===== src/hw/rtc_pm_regs.svh =====
// register offsets, field positions, reset values and timing counts
// assumes a 40 MHz system clock and a 32-bit classic wishbone slave port
//
// Summary of operation
// - powerdown bit stops regulator, drops power-good
// - after wake, ramp regulator; wait threshold
// - power-good rise resets system, ends isolation
// - bit 4 sets wake output level
// - bit 3 selects wake pin direction
// - input active high; output open-drain low
// - idle wake only while pin is input
// - bit 2 powers down regulators and reference
// - wake pin or alarm re-enables circuits
// - bits 15:5 read zero, ignore writes
// - bit 1 powers down regulators, keeps reference
// - bit 0 enables rtc clock output
`ifndef RTC_PM_REGS_SVH
`define RTC_PM_REGS_SVH

`define PM_REG_ADDR 32'h0000_1930
`define PM_STATUS_ADDR 32'h0000_1934
`define PM_RESET_VALUE 16'h0010
`define PM_BIT_CLKOUT 0
`define PM_BIT_REG_PD 1
`define PM_BIT_REF_PD 2
`define PM_BIT_WAKE_DIR 3
`define PM_BIT_WAKE_LEVEL 4
`define PM_FIELD_MSB 4
`define ST_BIT_VALID 0
`define ST_BIT_ISOLATE 1
`define ST_BIT_WAKE_PIN 2
`define ST_BIT_CAUSE_PIN 3
`define ST_BIT_CAUSE_ALARM 4
`define ST_BIT_STATE_LSB 8
`define WAKE_MIN_NS 30500
`define CLK_PERIOD_NS 25
`define WAKE_MIN_CYCLES ((`WAKE_MIN_NS + `CLK_PERIOD_NS - 1) / `CLK_PERIOD_NS)
`define SYS_RESET_CYCLES 16
`define VALID_FILTER_CYCLES 4

`endif


===== src/hw/rtc_pm_pkg.sv =====
// types shared by the power sequencer, its port checker and its bench
// assumes the constants header is included by each user
package rtc_pm_pkg;

  typedef struct packed {
    logic wake_pin_output_level;
    logic wake_pin_direction;
    logic reference_powerdown_bit;
    logic regulator_powerdown_bit;
    logic clock_output_enable;
  } pm_reg_s;

  typedef struct packed {
    logic core_regulator_enable_pin;
    logic por_enable;
    logic bandgap_enable;
  } analog_ctrl_s;

  typedef enum logic [4:0] {
    ST_ON = 5'b0_0001,
    ST_OFF = 5'b0_0010,
    ST_RAMP = 5'b0_0100,
    ST_RELEASE = 5'b0_1000,
    ST_SETTLE = 5'b1_0000
  } seq_state_e;

endpackage : rtc_pm_pkg


===== src/hw/rtc_only_power_sequencer.sv =====
// rtc-only power sequencer: power-management register, wake pin,
// regulator shutdown and power-good controlled restart
// assumes a 40 MHz clk, an analog comparator flagging regulator output
// above threshold, and a classic wishbone master on the register port
`timescale 1ns/1ps
`include "rtc_pm_regs.svh"
module rtc_only_power_sequencer
  import rtc_pm_pkg::*;
#(
  parameter int WAKE_CYCLES = `WAKE_MIN_CYCLES,
  parameter int RESET_CYCLES = `SYS_RESET_CYCLES,
  parameter int VALID_CYCLES = `VALID_FILTER_CYCLES
) (
  input wire logic clk,
  input wire logic rst_n,
  // wishbone slave
  input wire logic cyc_i,
  input wire logic stb_i,
  input wire logic we_i,
  input wire logic [31:0] adr_i,
  input wire logic [31:0] dat_i,
  input wire logic [3:0] sel_i,
  output logic [31:0] dat_o,
  output logic ack_o,
  // wake pin, open drain when driven
  input wire logic wake_pin_i,
  output logic wake_pin_o,
  output logic wake_pin_oe,
  // analog side
  input wire logic core_regulator_output,
  input wire logic rtc_alarm,
  output analog_ctrl_s analog,
  output logic supply_valid_signal,
  output logic rtc_isolate,
  output logic system_reset_n,
  output logic clock_out_enable,
  output logic idle_wake
);

  localparam int CNT_W = 12;
  localparam int RST_W = 8;
  localparam logic [15:0] PM_RESET = `PM_RESET_VALUE;

  logic rst_meta_n;
  logic rst_sync_n;
  pm_reg_s pm;
  seq_state_e state;
  seq_state_e next_state;
  logic [RST_W-1:0] reset_count;
  logic wake_level;
  logic wake_qualified;
  logic wake_qualified_d;
  logic wake_event;
  logic regulator_ok;
  logic cause_pin;
  logic cause_alarm;
  logic bus_req;
  logic bus_write;
  logic hit_pm;
  logic hit_status;
  logic powerdown_req;
  logic wake_as_input;
  logic wake_by_pin;
  logic wake_by_alarm;
  logic [15:0] pm_read;
  logic [15:0] status_read;
  logic [31:0] next_dat;
  logic reset_done;
  logic ramp_armed;

  // release of the async reset through two flops
  always_ff @(posedge clk or negedge rst_n) begin
    if (!rst_n) begin
      rst_meta_n <= 1'b0;
      rst_sync_n <= 1'b0;
    end else begin
      rst_meta_n <= 1'b1;
      rst_sync_n <= rst_meta_n;
    end
  end

  wake_filter #(
    .MIN_CYCLES(WAKE_CYCLES),
    .CNT_W(CNT_W)
  ) u_wake (
    .clk(clk),
    .rst_n(rst_sync_n),
    .pin(wake_pin_i),
    .level(wake_level),
    .qualified(wake_qualified)
  );

  // comparator output is analog and may chatter while ramping
  wake_filter #(
    .MIN_CYCLES(VALID_CYCLES),
    .CNT_W(CNT_W)
  ) u_valid (
    .clk(clk),
    .rst_n(rst_sync_n),
    .pin(core_regulator_output),
    .level(),
    .qualified(regulator_ok)
  );

  // previous qualified level, for a single wake pulse
  always_ff @(posedge clk or negedge rst_sync_n) begin
    if (!rst_sync_n) begin
      wake_qualified_d <= 1'b0;
    end else begin
      wake_qualified_d <= wake_qualified;
    end
  end

  assign wake_event = wake_qualified & ~wake_qualified_d;

  assign wake_as_input = ~pm.wake_pin_direction;
  assign wake_by_pin = wake_event & wake_as_input;
  assign wake_by_alarm = rtc_alarm;

  assign powerdown_req = pm.regulator_powerdown_bit | pm.reference_powerdown_bit;

  // wishbone decode; ack lands one cycle after the request
  assign bus_req = cyc_i & stb_i;
  assign hit_pm = (adr_i == `PM_REG_ADDR);
  assign hit_status = (adr_i == `PM_STATUS_ADDR);
  // writes commit on the edge where the master sees ack
  assign bus_write = bus_req & we_i & ack_o & sel_i[0] & ~rtc_isolate;

  always_ff @(posedge clk or negedge rst_sync_n) begin
    if (!rst_sync_n) begin
      ack_o <= 1'b0;
    end else begin
      ack_o <= bus_req & ~ack_o;
    end
  end

  always_ff @(posedge clk or negedge rst_sync_n) begin
    if (!rst_sync_n) begin
      pm <= pm_reg_s'(PM_RESET[`PM_FIELD_MSB:0]);
    end else if (bus_write && hit_pm) begin
      pm <= pm_reg_s'(dat_i[`PM_FIELD_MSB:0]);
    end else if (state == ST_OFF && (wake_by_pin || wake_by_alarm)) begin
      pm.regulator_powerdown_bit <= 1'b0;
      pm.reference_powerdown_bit <= 1'b0;
    end
  end

  // wake cause flags, write one to clear; a new cause wins
  always_ff @(posedge clk or negedge rst_sync_n) begin
    if (!rst_sync_n) begin
      cause_pin <= 1'b0;
      cause_alarm <= 1'b0;
    end else begin
      if (state == ST_OFF && wake_by_pin) begin
        cause_pin <= 1'b1;
      end else if (bus_write && hit_status && dat_i[`ST_BIT_CAUSE_PIN]) begin
        cause_pin <= 1'b0;
      end
      if (state == ST_OFF && wake_by_alarm) begin
        cause_alarm <= 1'b1;
      end else if (bus_write && hit_status && dat_i[`ST_BIT_CAUSE_ALARM]) begin
        cause_alarm <= 1'b0;
      end
    end
  end

  always_comb begin
    pm_read = '0;
    pm_read[`PM_FIELD_MSB:0] = pm;
  end

  always_comb begin
    status_read = '0;
    status_read[`ST_BIT_VALID] = supply_valid_signal;
    status_read[`ST_BIT_ISOLATE] = rtc_isolate;
    status_read[`ST_BIT_WAKE_PIN] = wake_level;
    status_read[`ST_BIT_CAUSE_PIN] = cause_pin;
    status_read[`ST_BIT_CAUSE_ALARM] = cause_alarm;
    status_read[`ST_BIT_STATE_LSB +: 5] = state;
  end

  // unmapped addresses read zero and still ack
  always_comb begin
    next_dat = '0;
    if (hit_pm) begin
      next_dat[15:0] = pm_read;
    end else if (hit_status) begin
      next_dat[15:0] = status_read;
    end
  end

  // read data captured as the request is taken
  always_ff @(posedge clk or negedge rst_sync_n) begin
    if (!rst_sync_n) begin
      dat_o <= '0;
    end else if (bus_req && !ack_o) begin
      dat_o <= next_dat;
    end
  end

  assign reset_done = (reset_count == RST_W'(RESET_CYCLES - 1));

  always_comb begin
    next_state = state;
    unique case (state)
      ST_ON: begin
        if (powerdown_req) begin
          next_state = ST_OFF;
        end
      end
      ST_OFF: begin
        if (wake_by_pin || wake_by_alarm) begin
          next_state = ST_RAMP;
        end
      end
      ST_RAMP: begin
        if (regulator_ok && ramp_armed) begin
          next_state = ST_RELEASE;
        end
      end
      ST_RELEASE: begin
        if (reset_done) begin
          next_state = ST_SETTLE;
        end
      end
      ST_SETTLE: begin
        next_state = ST_ON;
      end
    endcase
  end

  // sequencer state register
  always_ff @(posedge clk or negedge rst_sync_n) begin
    if (!rst_sync_n) begin
      state <= ST_ON;
    end else begin
      state <= next_state;
    end
  end

  // release hold counter, parked at its end value
  always_ff @(posedge clk or negedge rst_sync_n) begin
    if (!rst_sync_n) begin
      reset_count <= '0;
    end else if (state != ST_RELEASE) begin
      reset_count <= '0;
    end else if (!reset_done) begin
      reset_count <= reset_count + RST_W'(1);
    end
  end

  // stale threshold flag must not end the ramp
  // filter output lags shutdown by a few cycles; an early wake would see it
  always_ff @(posedge clk or negedge rst_sync_n) begin
    if (!rst_sync_n) begin
      ramp_armed <= 1'b0;
    end else if (state != ST_RAMP) begin
      ramp_armed <= 1'b0;
    end else if (!regulator_ok) begin
      ramp_armed <= 1'b1;
    end
  end

  // analog enables; reference kept on unless bit 2 asked for it
  always_ff @(posedge clk or negedge rst_sync_n) begin
    if (!rst_sync_n) begin
      analog.core_regulator_enable_pin <= 1'b1;
      analog.por_enable <= 1'b1;
      analog.bandgap_enable <= 1'b1;
    end else if (next_state == ST_OFF) begin
      analog.core_regulator_enable_pin <= 1'b0;
      analog.por_enable <= 1'b0;
      analog.bandgap_enable <= ~pm.reference_powerdown_bit;
    end else begin
      analog.core_regulator_enable_pin <= 1'b1;
      analog.por_enable <= 1'b1;
      analog.bandgap_enable <= 1'b1;
    end
  end

  always_ff @(posedge clk or negedge rst_sync_n) begin
    if (!rst_sync_n) begin
      supply_valid_signal <= 1'b1;
    end else begin
      supply_valid_signal <= (next_state != ST_OFF) && (next_state != ST_RAMP);
    end
  end

  always_ff @(posedge clk or negedge rst_sync_n) begin
    if (!rst_sync_n) begin
      rtc_isolate <= 1'b0;
    end else begin
      rtc_isolate <= (next_state == ST_OFF) || (next_state == ST_RAMP);
    end
  end

  // rest of system held in reset
  always_ff @(posedge clk or negedge rst_sync_n) begin
    if (!rst_sync_n) begin
      system_reset_n <= 1'b1;
    end else begin
      system_reset_n <= (next_state != ST_OFF) && (next_state != ST_RAMP)
        && (next_state != ST_RELEASE);
    end
  end

  always_ff @(posedge clk or negedge rst_sync_n) begin
    if (!rst_sync_n) begin
      wake_pin_oe <= 1'b0;
    end else begin
      wake_pin_oe <= pm.wake_pin_direction & ~pm.wake_pin_output_level;
    end
  end

  assign wake_pin_o = 1'b0;

  always_ff @(posedge clk or negedge rst_sync_n) begin
    if (!rst_sync_n) begin
      clock_out_enable <= 1'b0;
    end else begin
      clock_out_enable <= pm.clock_output_enable;
    end
  end

  always_ff @(posedge clk or negedge rst_sync_n) begin
    if (!rst_sync_n) begin
      idle_wake <= 1'b0;
    end else begin
      idle_wake <= wake_by_pin & (state == ST_ON);
    end
  end

endmodule : rtc_only_power_sequencer


===== src/hw/wake_filter.sv =====
// two-flop synchroniser with a minimum high-time qualifier
// assumes pin is asynchronous to clk
`timescale 1ns/1ps
module wake_filter #(
  parameter int MIN_CYCLES = 1220,
  parameter int CNT_W = 12
) (
  input wire logic clk,
  input wire logic rst_n,
  input wire logic pin,
  output logic level,
  output logic qualified
);

  logic meta;
  logic [CNT_W-1:0] count;

  // second flop is the only reader of meta
  always_ff @(posedge clk or negedge rst_n) begin
    if (!rst_n) begin
      meta <= 1'b0;
      level <= 1'b0;
    end else begin
      meta <= pin;
      level <= meta;
    end
  end

  always_ff @(posedge clk or negedge rst_n) begin
    if (!rst_n) begin
      count <= '0;
      qualified <= 1'b0;
    end else if (!level) begin
      count <= '0;
      qualified <= 1'b0;
    end else if (count != CNT_W'(MIN_CYCLES - 1)) begin
      count <= count + CNT_W'(1);
      qualified <= 1'b0;
    end else begin
      qualified <= 1'b1;
    end
  end

endmodule : wake_filter


===== config.mk =====
export PLATFORM = sky130hd
export DESIGN_NAME = rtc_only_power_sequencer
export DESIGN_NICKNAME = d
export VERILOG_FILES = /design/src/hw/rtc_pm_pkg.sv /design/src/hw/rtc_only_power_sequencer.sv /design/src/hw/wake_filter.sv
export VERILOG_INCLUDE_DIRS = /design/src /design/src/hw
export SDC_FILE = /design/constraint.sdc
export NUM_CORES = 1
export LEC_CHECK = 0
export BUFFER_PORTS_ARGS = -buffer_cell sky130_fd_sc_hd__buf_4
export CORE_ASPECT_RATIO = 1.4
export CORE_UTILIZATION = 46
export DETAILED_ROUTE_END_ITERATION = 7
export PLACE_DENSITY_LB_ADDON = 0.08
export SLEW_MARGIN = 20
export SYNTH_ARGS = -nofsm -noshare
export SYNTH_HDL_FRONTEND = slang
export SYNTH_SLANG_ARGS = --single-unit
export TNS_END_PERCENT = 1

===== constraint.sdc =====
create_clock -name clk -period 2.3 [get_ports clk]
set_clock_uncertainty 0.2 [all_clocks]
set_input_delay 0.46 -clock clk [delete_from_list [all_inputs] [get_ports clk]]
set_output_delay 0.46 -clock clk [all_outputs]
set_load 0.05 [all_outputs]

Word level (Yosys, flattened, before mapping)
Index checks and enable logic that the tools add are counted.
- flip-flop bits (word level): 80
- latch bits: 0
- memory bits (writable): 0
- ROM bits: 0
- input port bits: 76
- output and inout bits: 43
- word-level logic and storage cells: 116
- memories: 0
- add/subtract/negate cells: 3
- multipliers: 0
- div/mod/pow operators: 0
- $lt $le $gt $ge: 0
- eq/ne operators: 21
- shift operators: 0
- muxes and demuxes: 26
- bitwise operators: 17
- reductions and logical operators: 17
- operators with widths (operator ; count):
    32-bit by 13-bit == test with 1-bit output (second input constant) ; 2
    12-bit two-way mux ; 4
    13-bit two-way mux ; 2
    5-bit case mux with 5 select lines ; 1
    12-bit by 1-bit adder with 12-bit output (second input constant) ; 2
    5-bit two-way mux ; 4
    8-bit two-way mux ; 2
    12-bit by 11-bit inequality test with 1-bit output (second input constant) ; 1
    12-bit by 2-bit inequality test with 1-bit output (second input constant) ; 1
    1-bit logical AND ; 11
    1-bit bitwise AND ; 10
    5-bit by 2-bit == test with 1-bit output (second input constant) ; 2
    5-bit by 3-bit == test with 1-bit output (second input constant) ; 2
    1-bit two-way mux ; 10
    5-bit by 3-bit inequality test with 1-bit output (second input constant) ; 2
    5-bit by 4-bit inequality test with 1-bit output (second input constant) ; 2
    8-bit by 1-bit adder with 8-bit output (second input constant) ; 1
    8-bit by 4-bit == test with 1-bit output (second input constant) ; 1
    2-bit inequality test (second input constant) ; 3
    1-bit inverter ; 6
    2-bit nonzero test ; 3
    5-bit by 1-bit == test with 1-bit output (second input constant) ; 1
    5-bit by 4-bit == test with 1-bit output (second input constant) ; 1
    5-bit == test (second input constant) ; 1
    7 further kinds ; 9

Logic depth before layout (Yosys ltp)
- depth after elaboration: 9
- mapped depth: 7
- depth with buffers taken out: 6

Cells and area by module
A second synthesis with hierarchy kept.
- cells, all modules: 337
- area total of the unflattened synthesis: 3626.0 um^2
- modules (own cells, without submodules) (module ; times used ; cells an instance ; area each (um^2) ; sequential area each (um^2)):
    rtc_only_power_sequencer ; 1 ; 199 ; 2197.1 ; 1083.5
    wake_filter (u_wake) ; 1 ; 70 ; 726.9 ; 375.4
    wake_filter (u_valid) ; 1 ; 68 ; 701.9 ; 375.4

Worst setup path after synthesis
OpenSTA, ideal clock, no wires.
- path kind: input -> register
- from: in adr_i[10]
- to: reg pm[0] (netlist bit)
- library setup time: 0.125 ns
- arrival time: 1.692 ns
- required time: 1.975 ns
- setup slack: 0.283 ns
- cell stages on the path: 5
- path buffers: 0
- cells stage by stage: nor4b_1 > nand4_1 > nor3_4 > nand3b_4 > mux2_4
- word-level cells in the longest chain between the ends: 2
- RTL lines (what ; line ; source):
    start: declaration ; rtc_only_power_sequencer.sv:20 ; input wire logic [31:0] adr_i,
    32-bit by 13-bit == test with 1-bit output (no line) ; - ;
    1-bit logical AND ; rtc_only_power_sequencer.sv:140 ; end else if (bus_write && hit_pm) begin
    end signal: assignment ; rtc_only_power_sequencer.sv:139 ; pm <= pm_reg_s'(PM_RESET[`PM_FIELD_MSB:0]);
    end signal: assignment ; rtc_only_power_sequencer.sv:141 ; pm <= pm_reg_s'(dat_i[`PM_FIELD_MSB:0]);
    end: declaration ; rtc_only_power_sequencer.sv:46 ; pm_reg_s pm;
Every way passes these cells.
A chain may end at the register's enable or synchronous reset.

Worst setup path after layout
- from: reg state[4]
- to: reg rtc_isolate
- word-level cells in the longest chain between the ends: 4
- elaborated cells on any way between the ends: 13
- classes of those cells: eq/ne: 7; mux: 5; reduce/logical: 1
- RTL lines (what ; line ; source):
    start: declaration ; rtc_only_power_sequencer.sv:47 ; seq_state_e state;
    start signal: assignment ; rtc_only_power_sequencer.sv:237 ; state <= next_state;
    5-bit == test, or another cell as far along ; rtc_only_power_sequencer.sv:205 ; unique case (state)
    5-bit case mux with 5 select lines (*) ; rtc_only_power_sequencer.sv:205 ;
    5-bit by 2-bit == test with 1-bit output / 5-bit by 3-bit == test with 1-bit output (equally long branches) ; rtc_only_power_sequencer.sv:293 ; rtc_isolate <= (next_state == ST_OFF) || (next_state == ST_RAMP);
    1-bit logical OR (*) ; rtc_only_power_sequencer.sv:293 ;
    end signal: assignment ; rtc_only_power_sequencer.sv:293 ;
    end: declaration ; rtc_only_power_sequencer.sv:34 ; output logic rtc_isolate,
Mark *: on every way between the ends. The rest lies on a longest branch, timed or not.

==> impl_results.html <==
<table>
<tr><th>Metric</th><th>Value</th></tr>
<tr><th colspan="2">Routing</th></tr>
<tr><td>Vias post-DR</td><td>2530</td></tr>
<tr><td>Post-route antenna net violation count</td><td>0</td></tr>
<tr><td>WL per Instance</td><td>13.7 µm</td></tr>
<tr><td>Total wirelength of the detailed-routed design</td><td>6850 µm</td></tr>
<tr><td>Initial DRC count</td><td>115</td></tr>
<tr><td>1st-pass router iterations</td><td>4</td></tr>
<tr><td>Number of DRC violations after detailed routing</td><td>0</td></tr>
<tr><td>Post-DR vias/cell</td><td>5.06</td></tr>
<tr><th colspan="2">Logic synthesis</th></tr>
<tr><td>Post-synthesis area per instance</td><td>11.1 µm²</td></tr>
<tr><td>Sequential element share of the synthesized area</td><td>51.2%</td></tr>
<tr><td>Post-Syn Area</td><td>3580 µm²</td></tr>
<tr><td>Cell count after synthesis</td><td>324</td></tr>
<tr><td>Unique masters post-synth</td><td>58</td></tr>
<tr><td>Proportion of synthesized flip-flops having asynchronous set or reset</td><td>100%</td></tr>
<tr><td>Top FF cell, synth</td><td>sky130_fd_sc_hd__dfrtp_1</td></tr>
<tr><td>Number of enable flip-flop cells after synthesis</td><td>0</td></tr>
<tr><td>Syn. warnings</td><td>0</td></tr>
<tr><td>Seq cells post-synth</td><td>73</td></tr>
<tr><th colspan="2">Timing</th></tr>
<tr><td>Number of max-slew violations in the final report</td><td>0</td></tr>
<tr><td>Setup repair after global routing missed its margin</td><td>false</td></tr>
<tr><td>Aggregate negative setup slack</td><td>0 ns</td></tr>
<tr><td>Final period util</td><td>93.0%</td></tr>
<tr><td>Min Clock Period, post-route</td><td>2.14 ns</td></tr>
<tr><td>Final setup violation count</td><td>0</td></tr>
<tr><td>Number of endpoints with negative hold slack in the final report</td><td>0</td></tr>
<tr><td>Peak clock frequency supported by timing</td><td>468 MHz</td></tr>
<tr><td>Post-Route Hold Slack</td><td>0.0282 ns</td></tr>
<tr><th colspan="2">Min path</th></tr>
<tr><td>Worst Hold End</td><td>u_wake.meta</td></tr>
<tr><td>Hold Path Origin</td><td>wake_pin_i</td></tr>
<tr><td>Hold Crit Class</td><td>primary input to flip-flop</td></tr>
<tr><td>Number of cells on the worst hold path</td><td>1</td></tr>
<tr><th colspan="2">Power</th></tr>
<tr><td>Power per cell area</td><td>636 nW/µm²</td></tr>
<tr><td>Standby leakage power</td><td>0.00218 µW</td></tr>
<tr><td>Largest voltage drop on the vdd net</td><td>450 µV</td></tr>
<tr><td>Total design power</td><td>2770 µW</td></tr>
<tr><th colspan="2">Floorplan</th></tr>
<tr><td>IO Count</td><td>119</td></tr>
<tr><td>Die area</td><td>8150 µm²</td></tr>
<tr><td>Row count</td><td>37</td></tr>
<tr><td>Y dimension of the die</td><td>106 µm</td></tr>
<tr><td>Die Span X</td><td>76.6 µm</td></tr>
<tr><td>Area of the core</td><td>7450 µm²</td></tr>
<tr><td>Effective utilization at floorplan</td><td>48.0%</td></tr>
<tr><th colspan="2">CTS</th></tr>
<tr><td>H-tree depth reported by CTS</td><td>3</td></tr>
<tr><td>Number of clock buffers inserted by TritonCTS</td><td>9</td></tr>
<tr><td>Clk buf depth</td><td>2</td></tr>
<tr><td>Clk sink count</td><td>73</td></tr>
<tr><td>Root Driver</td><td>sky130_fd_sc_hd__clkbuf_8</td></tr>
<tr><td>Post-CTS clock slew at the launch and capture registers of the worst setup and hold paths</td><td>0.08 ns</td></tr>
<tr><td>Worst skew pair latency</td><td>0.34 ns</td></tr>
<tr><td>Setup fix buffers added after clock tree synthesis</td><td>0</td></tr>
<tr><td>Clock tree from TritonCTS</td><td>built</td></tr>
<tr><th colspan="2">Critical path</th></tr>
<tr><td>Reg-to-reg startpoint</td><td>state[4]</td></tr>
<tr><td>Critical path type</td><td>flip-flop to flip-flop</td></tr>
<tr><td>Max stage delay on crit path</td><td>0.55 ns</td></tr>
<tr><td>Critical path launch point type</td><td>flip-flop</td></tr>
<tr><td>Max FO, Critical Path</td><td>12</td></tr>
<tr><td>Count of cells along the worst register-to-register path</td><td>5</td></tr>
<tr><td>Data required time of the critical path</td><td>2.37 ns</td></tr>
<tr><td>Worst-path cell with the longest stage delay</td><td>sky130_fd_sc_hd__or4_1</td></tr>
<tr><td>Critical path arrival</td><td>2.21 ns</td></tr>
<tr><td>Reg-to-reg endpoint</td><td>rtc_isolate</td></tr>
<tr><td>R2R setup slack</td><td>0.16 ns</td></tr>
<tr><td>Critical Path End Type</td><td>flip-flop</td></tr>
<tr><td>List of cells traversed by the critical path</td><td>or4_1 &gt; nand3_1 &gt; o21ai_2 &gt; a2111oi_4 &gt; a211o_1</td></tr>
<tr><th colspan="2">GRT</th></tr>
<tr><td>Met2 demand-to-capacity share in global routing</td><td>30.0%</td></tr>
<tr><td>Grt ovf</td><td>0</td></tr>
<tr><td>Vias in the first global route</td><td>2427</td></tr>
<tr><td>Antenna violations before repair</td><td>0</td></tr>
<tr><td>Pin count of the biggest net entering global routing</td><td>72</td></tr>
<tr><td>Total GRT Usage</td><td>18.0%</td></tr>
<tr><td>Busiest layer in global routing</td><td>met2</td></tr>
<tr><td>Wire length of the first global-routing pass</td><td>11400 µm</td></tr>
<tr><td>Grt met3 use</td><td>3.78%</td></tr>
<tr><td>GR Layer Usage met1</td><td>21.6%</td></tr>
<tr><th colspan="2">Placed design</th></tr>
<tr><td>Placer congestion estimate</td><td>0.777</td></tr>
<tr><td>HPWL after detailed placement</td><td>4800 µm</td></tr>
<tr><td>IO buf count</td><td>65</td></tr>
<tr><th colspan="2">Cells and area</th></tr>
<tr><td>Synthesis-to-finish area growth</td><td>21.8%</td></tr>
<tr><td>Net count reported at finish</td><td>478</td></tr>
<tr><td>Layout cell share with drive strength beyond 1</td><td>29.5%</td></tr>
<tr><td>Count of filler cells inserted in the layout</td><td>660</td></tr>
<tr><td>Commonest cells after routing, fill and taps aside</td><td>sky130_fd_sc_hd__buf_4 (72), sky130_fd_sc_hd__dfrtp_1 (66), sky130_fd_sc_hd__nor2_1 (30), sky130_fd_sc_hd__conb_1 (24), sky130_fd_sc_hd__nand2_1 (19)</td></tr>
<tr><td>Final core utilization</td><td>58.5%</td></tr>
<tr><td>Antenna diode instance count</td><td>0</td></tr>
<tr><td>Leading cell type in the layout, fill and taps excluded</td><td>sky130_fd_sc_hd__buf_4</td></tr>
<tr><th colspan="2">Status</th></tr>
<tr><td>Result of the run</td><td>finished, final reports clean</td></tr>
<tr><th colspan="2">Flow run</th></tr>
<tr><td>Max Cap Viol</td><td>0</td></tr>
</table>
## how the worst max path moves through the flow
stage                          from          end  cells after the start
after floorplan           adr_i[10]        pm[0]                      5
after global placement    adr_i[26]    dat_o[12]                      7
after detailed placement  adr_i[26]    dat_o[12]                      7
after CTS                  state[4]  rtc_isolate                      5
after global routing       state[4]  rtc_isolate                      5
final                      state[4]  rtc_isolate                      5
## flip-flops by register name, summed over array words and instances (netlist names), 2 cells and up
signal,flops
dat_o,10
state,5
u_valid.count,12
reset_count,8
pm,5
u_wake.count,12
analog,2
## critical path: cells and delay by family (launching register included)
family	cells	cell delay, ns
AO/OA/AOI/OAI	3	0.67
flip-flops	1	0.54
AND/OR/NAND/NOR	2	0.66
## final cells by class
| class | count | area (µm²) | area share (%) |
|---|---|---|---|
| inverter | 10 | 37.5 | 0.861 |
| multi-input combinational | 231 | 1570 | 35.9 |
| timing repair buffer | 74 | 571 | 13.1 |
| sequential | 73 | 1840 | 42.1 |
| clock buffer | 9 | 124 | 2.84 |
| clock inverter | 6 | 108 | 2.47 |
| tap | 97 | 121 | 2.78 |
## report_power, final
part / internal [µW] / leakage (µW) / switching [µW] / total (µW)
combinational: 96.2 / 0.00108 / 173 / 269
clock: 710 / 0.000115 / 458 / 1170
sequential: 1310 / 0.000978 / 26.3 / 1340
total: 2120 / 0.00218 / 657 / 2770
## layer usage
layer  vias up  wire length (µm)
li1       1236                 -
met3        11               376
met4         0               124
met1      1202              3000
met5         -                 0
met2        81              3350
## Yosys cell counts, drive strengths merged, types with 2 or more instances
cell type	n	area [µm²]
mux2i	5	50.1
ha	3	37.5
nor3	4	42.5
nand4	7	43.8
xnor2	14	123
a21oi	5	28.8
mux2	8	101
xor2	12	105
and3	6	37.5
a211oi	2	15.0
and2	13	82.6
dfrtp	67	1680
conb	2	7.51
nor2b	3	18.8
o211ai	2	15.0
o21ai	6	33.8
clkbuf	5	22.5
a22o	7	61.3
nor4	9	77.6
nand2	20	77.6
nor2	30	113
buf	27	204
dfstp	6	158
and4	3	26.3
nand3	16	80.1
and2b	2	17.5
nor3b	3	22.5
inv	10	37.5
nor4bb	2	20.0
a32o	5	50.1
or3	4	25.0
## per-stage QoR
step	std cells	setup slack, ns	instance area, µm²
detailed placement	484	0.0769	4120
floorplan	346	0.283	3660
global route	500	0.0457	4360
global placement	484	0.104	4120
CTS	500	0.159	4360
finish	500	0.162	4360
## what timing repair did
| item | CTS | global route |
|---|---|---|
| hold buffers | 1 | 0 |
| endpoints found under the hold margin | 2 | 0 |
| gates resized for setup | 0 | 0 |
## kinds of logic after synthesis
kind of cell / count (synthesis) / synth area share [%]
adders and majority gates: 3 / 1.05
AOI/OAI and AO/OA: 36 / 8.49
DFF: 73 / 51.2
muxes: 13 / 4.23
buffers and inverters: 42 / 7.37
xor gates and xnor gates: 26 / 6.36
other: 2 / 0.210
and+or+nand+nor: 129 / 21.1
No activity file was read; power rests on OpenSTA's default activity.
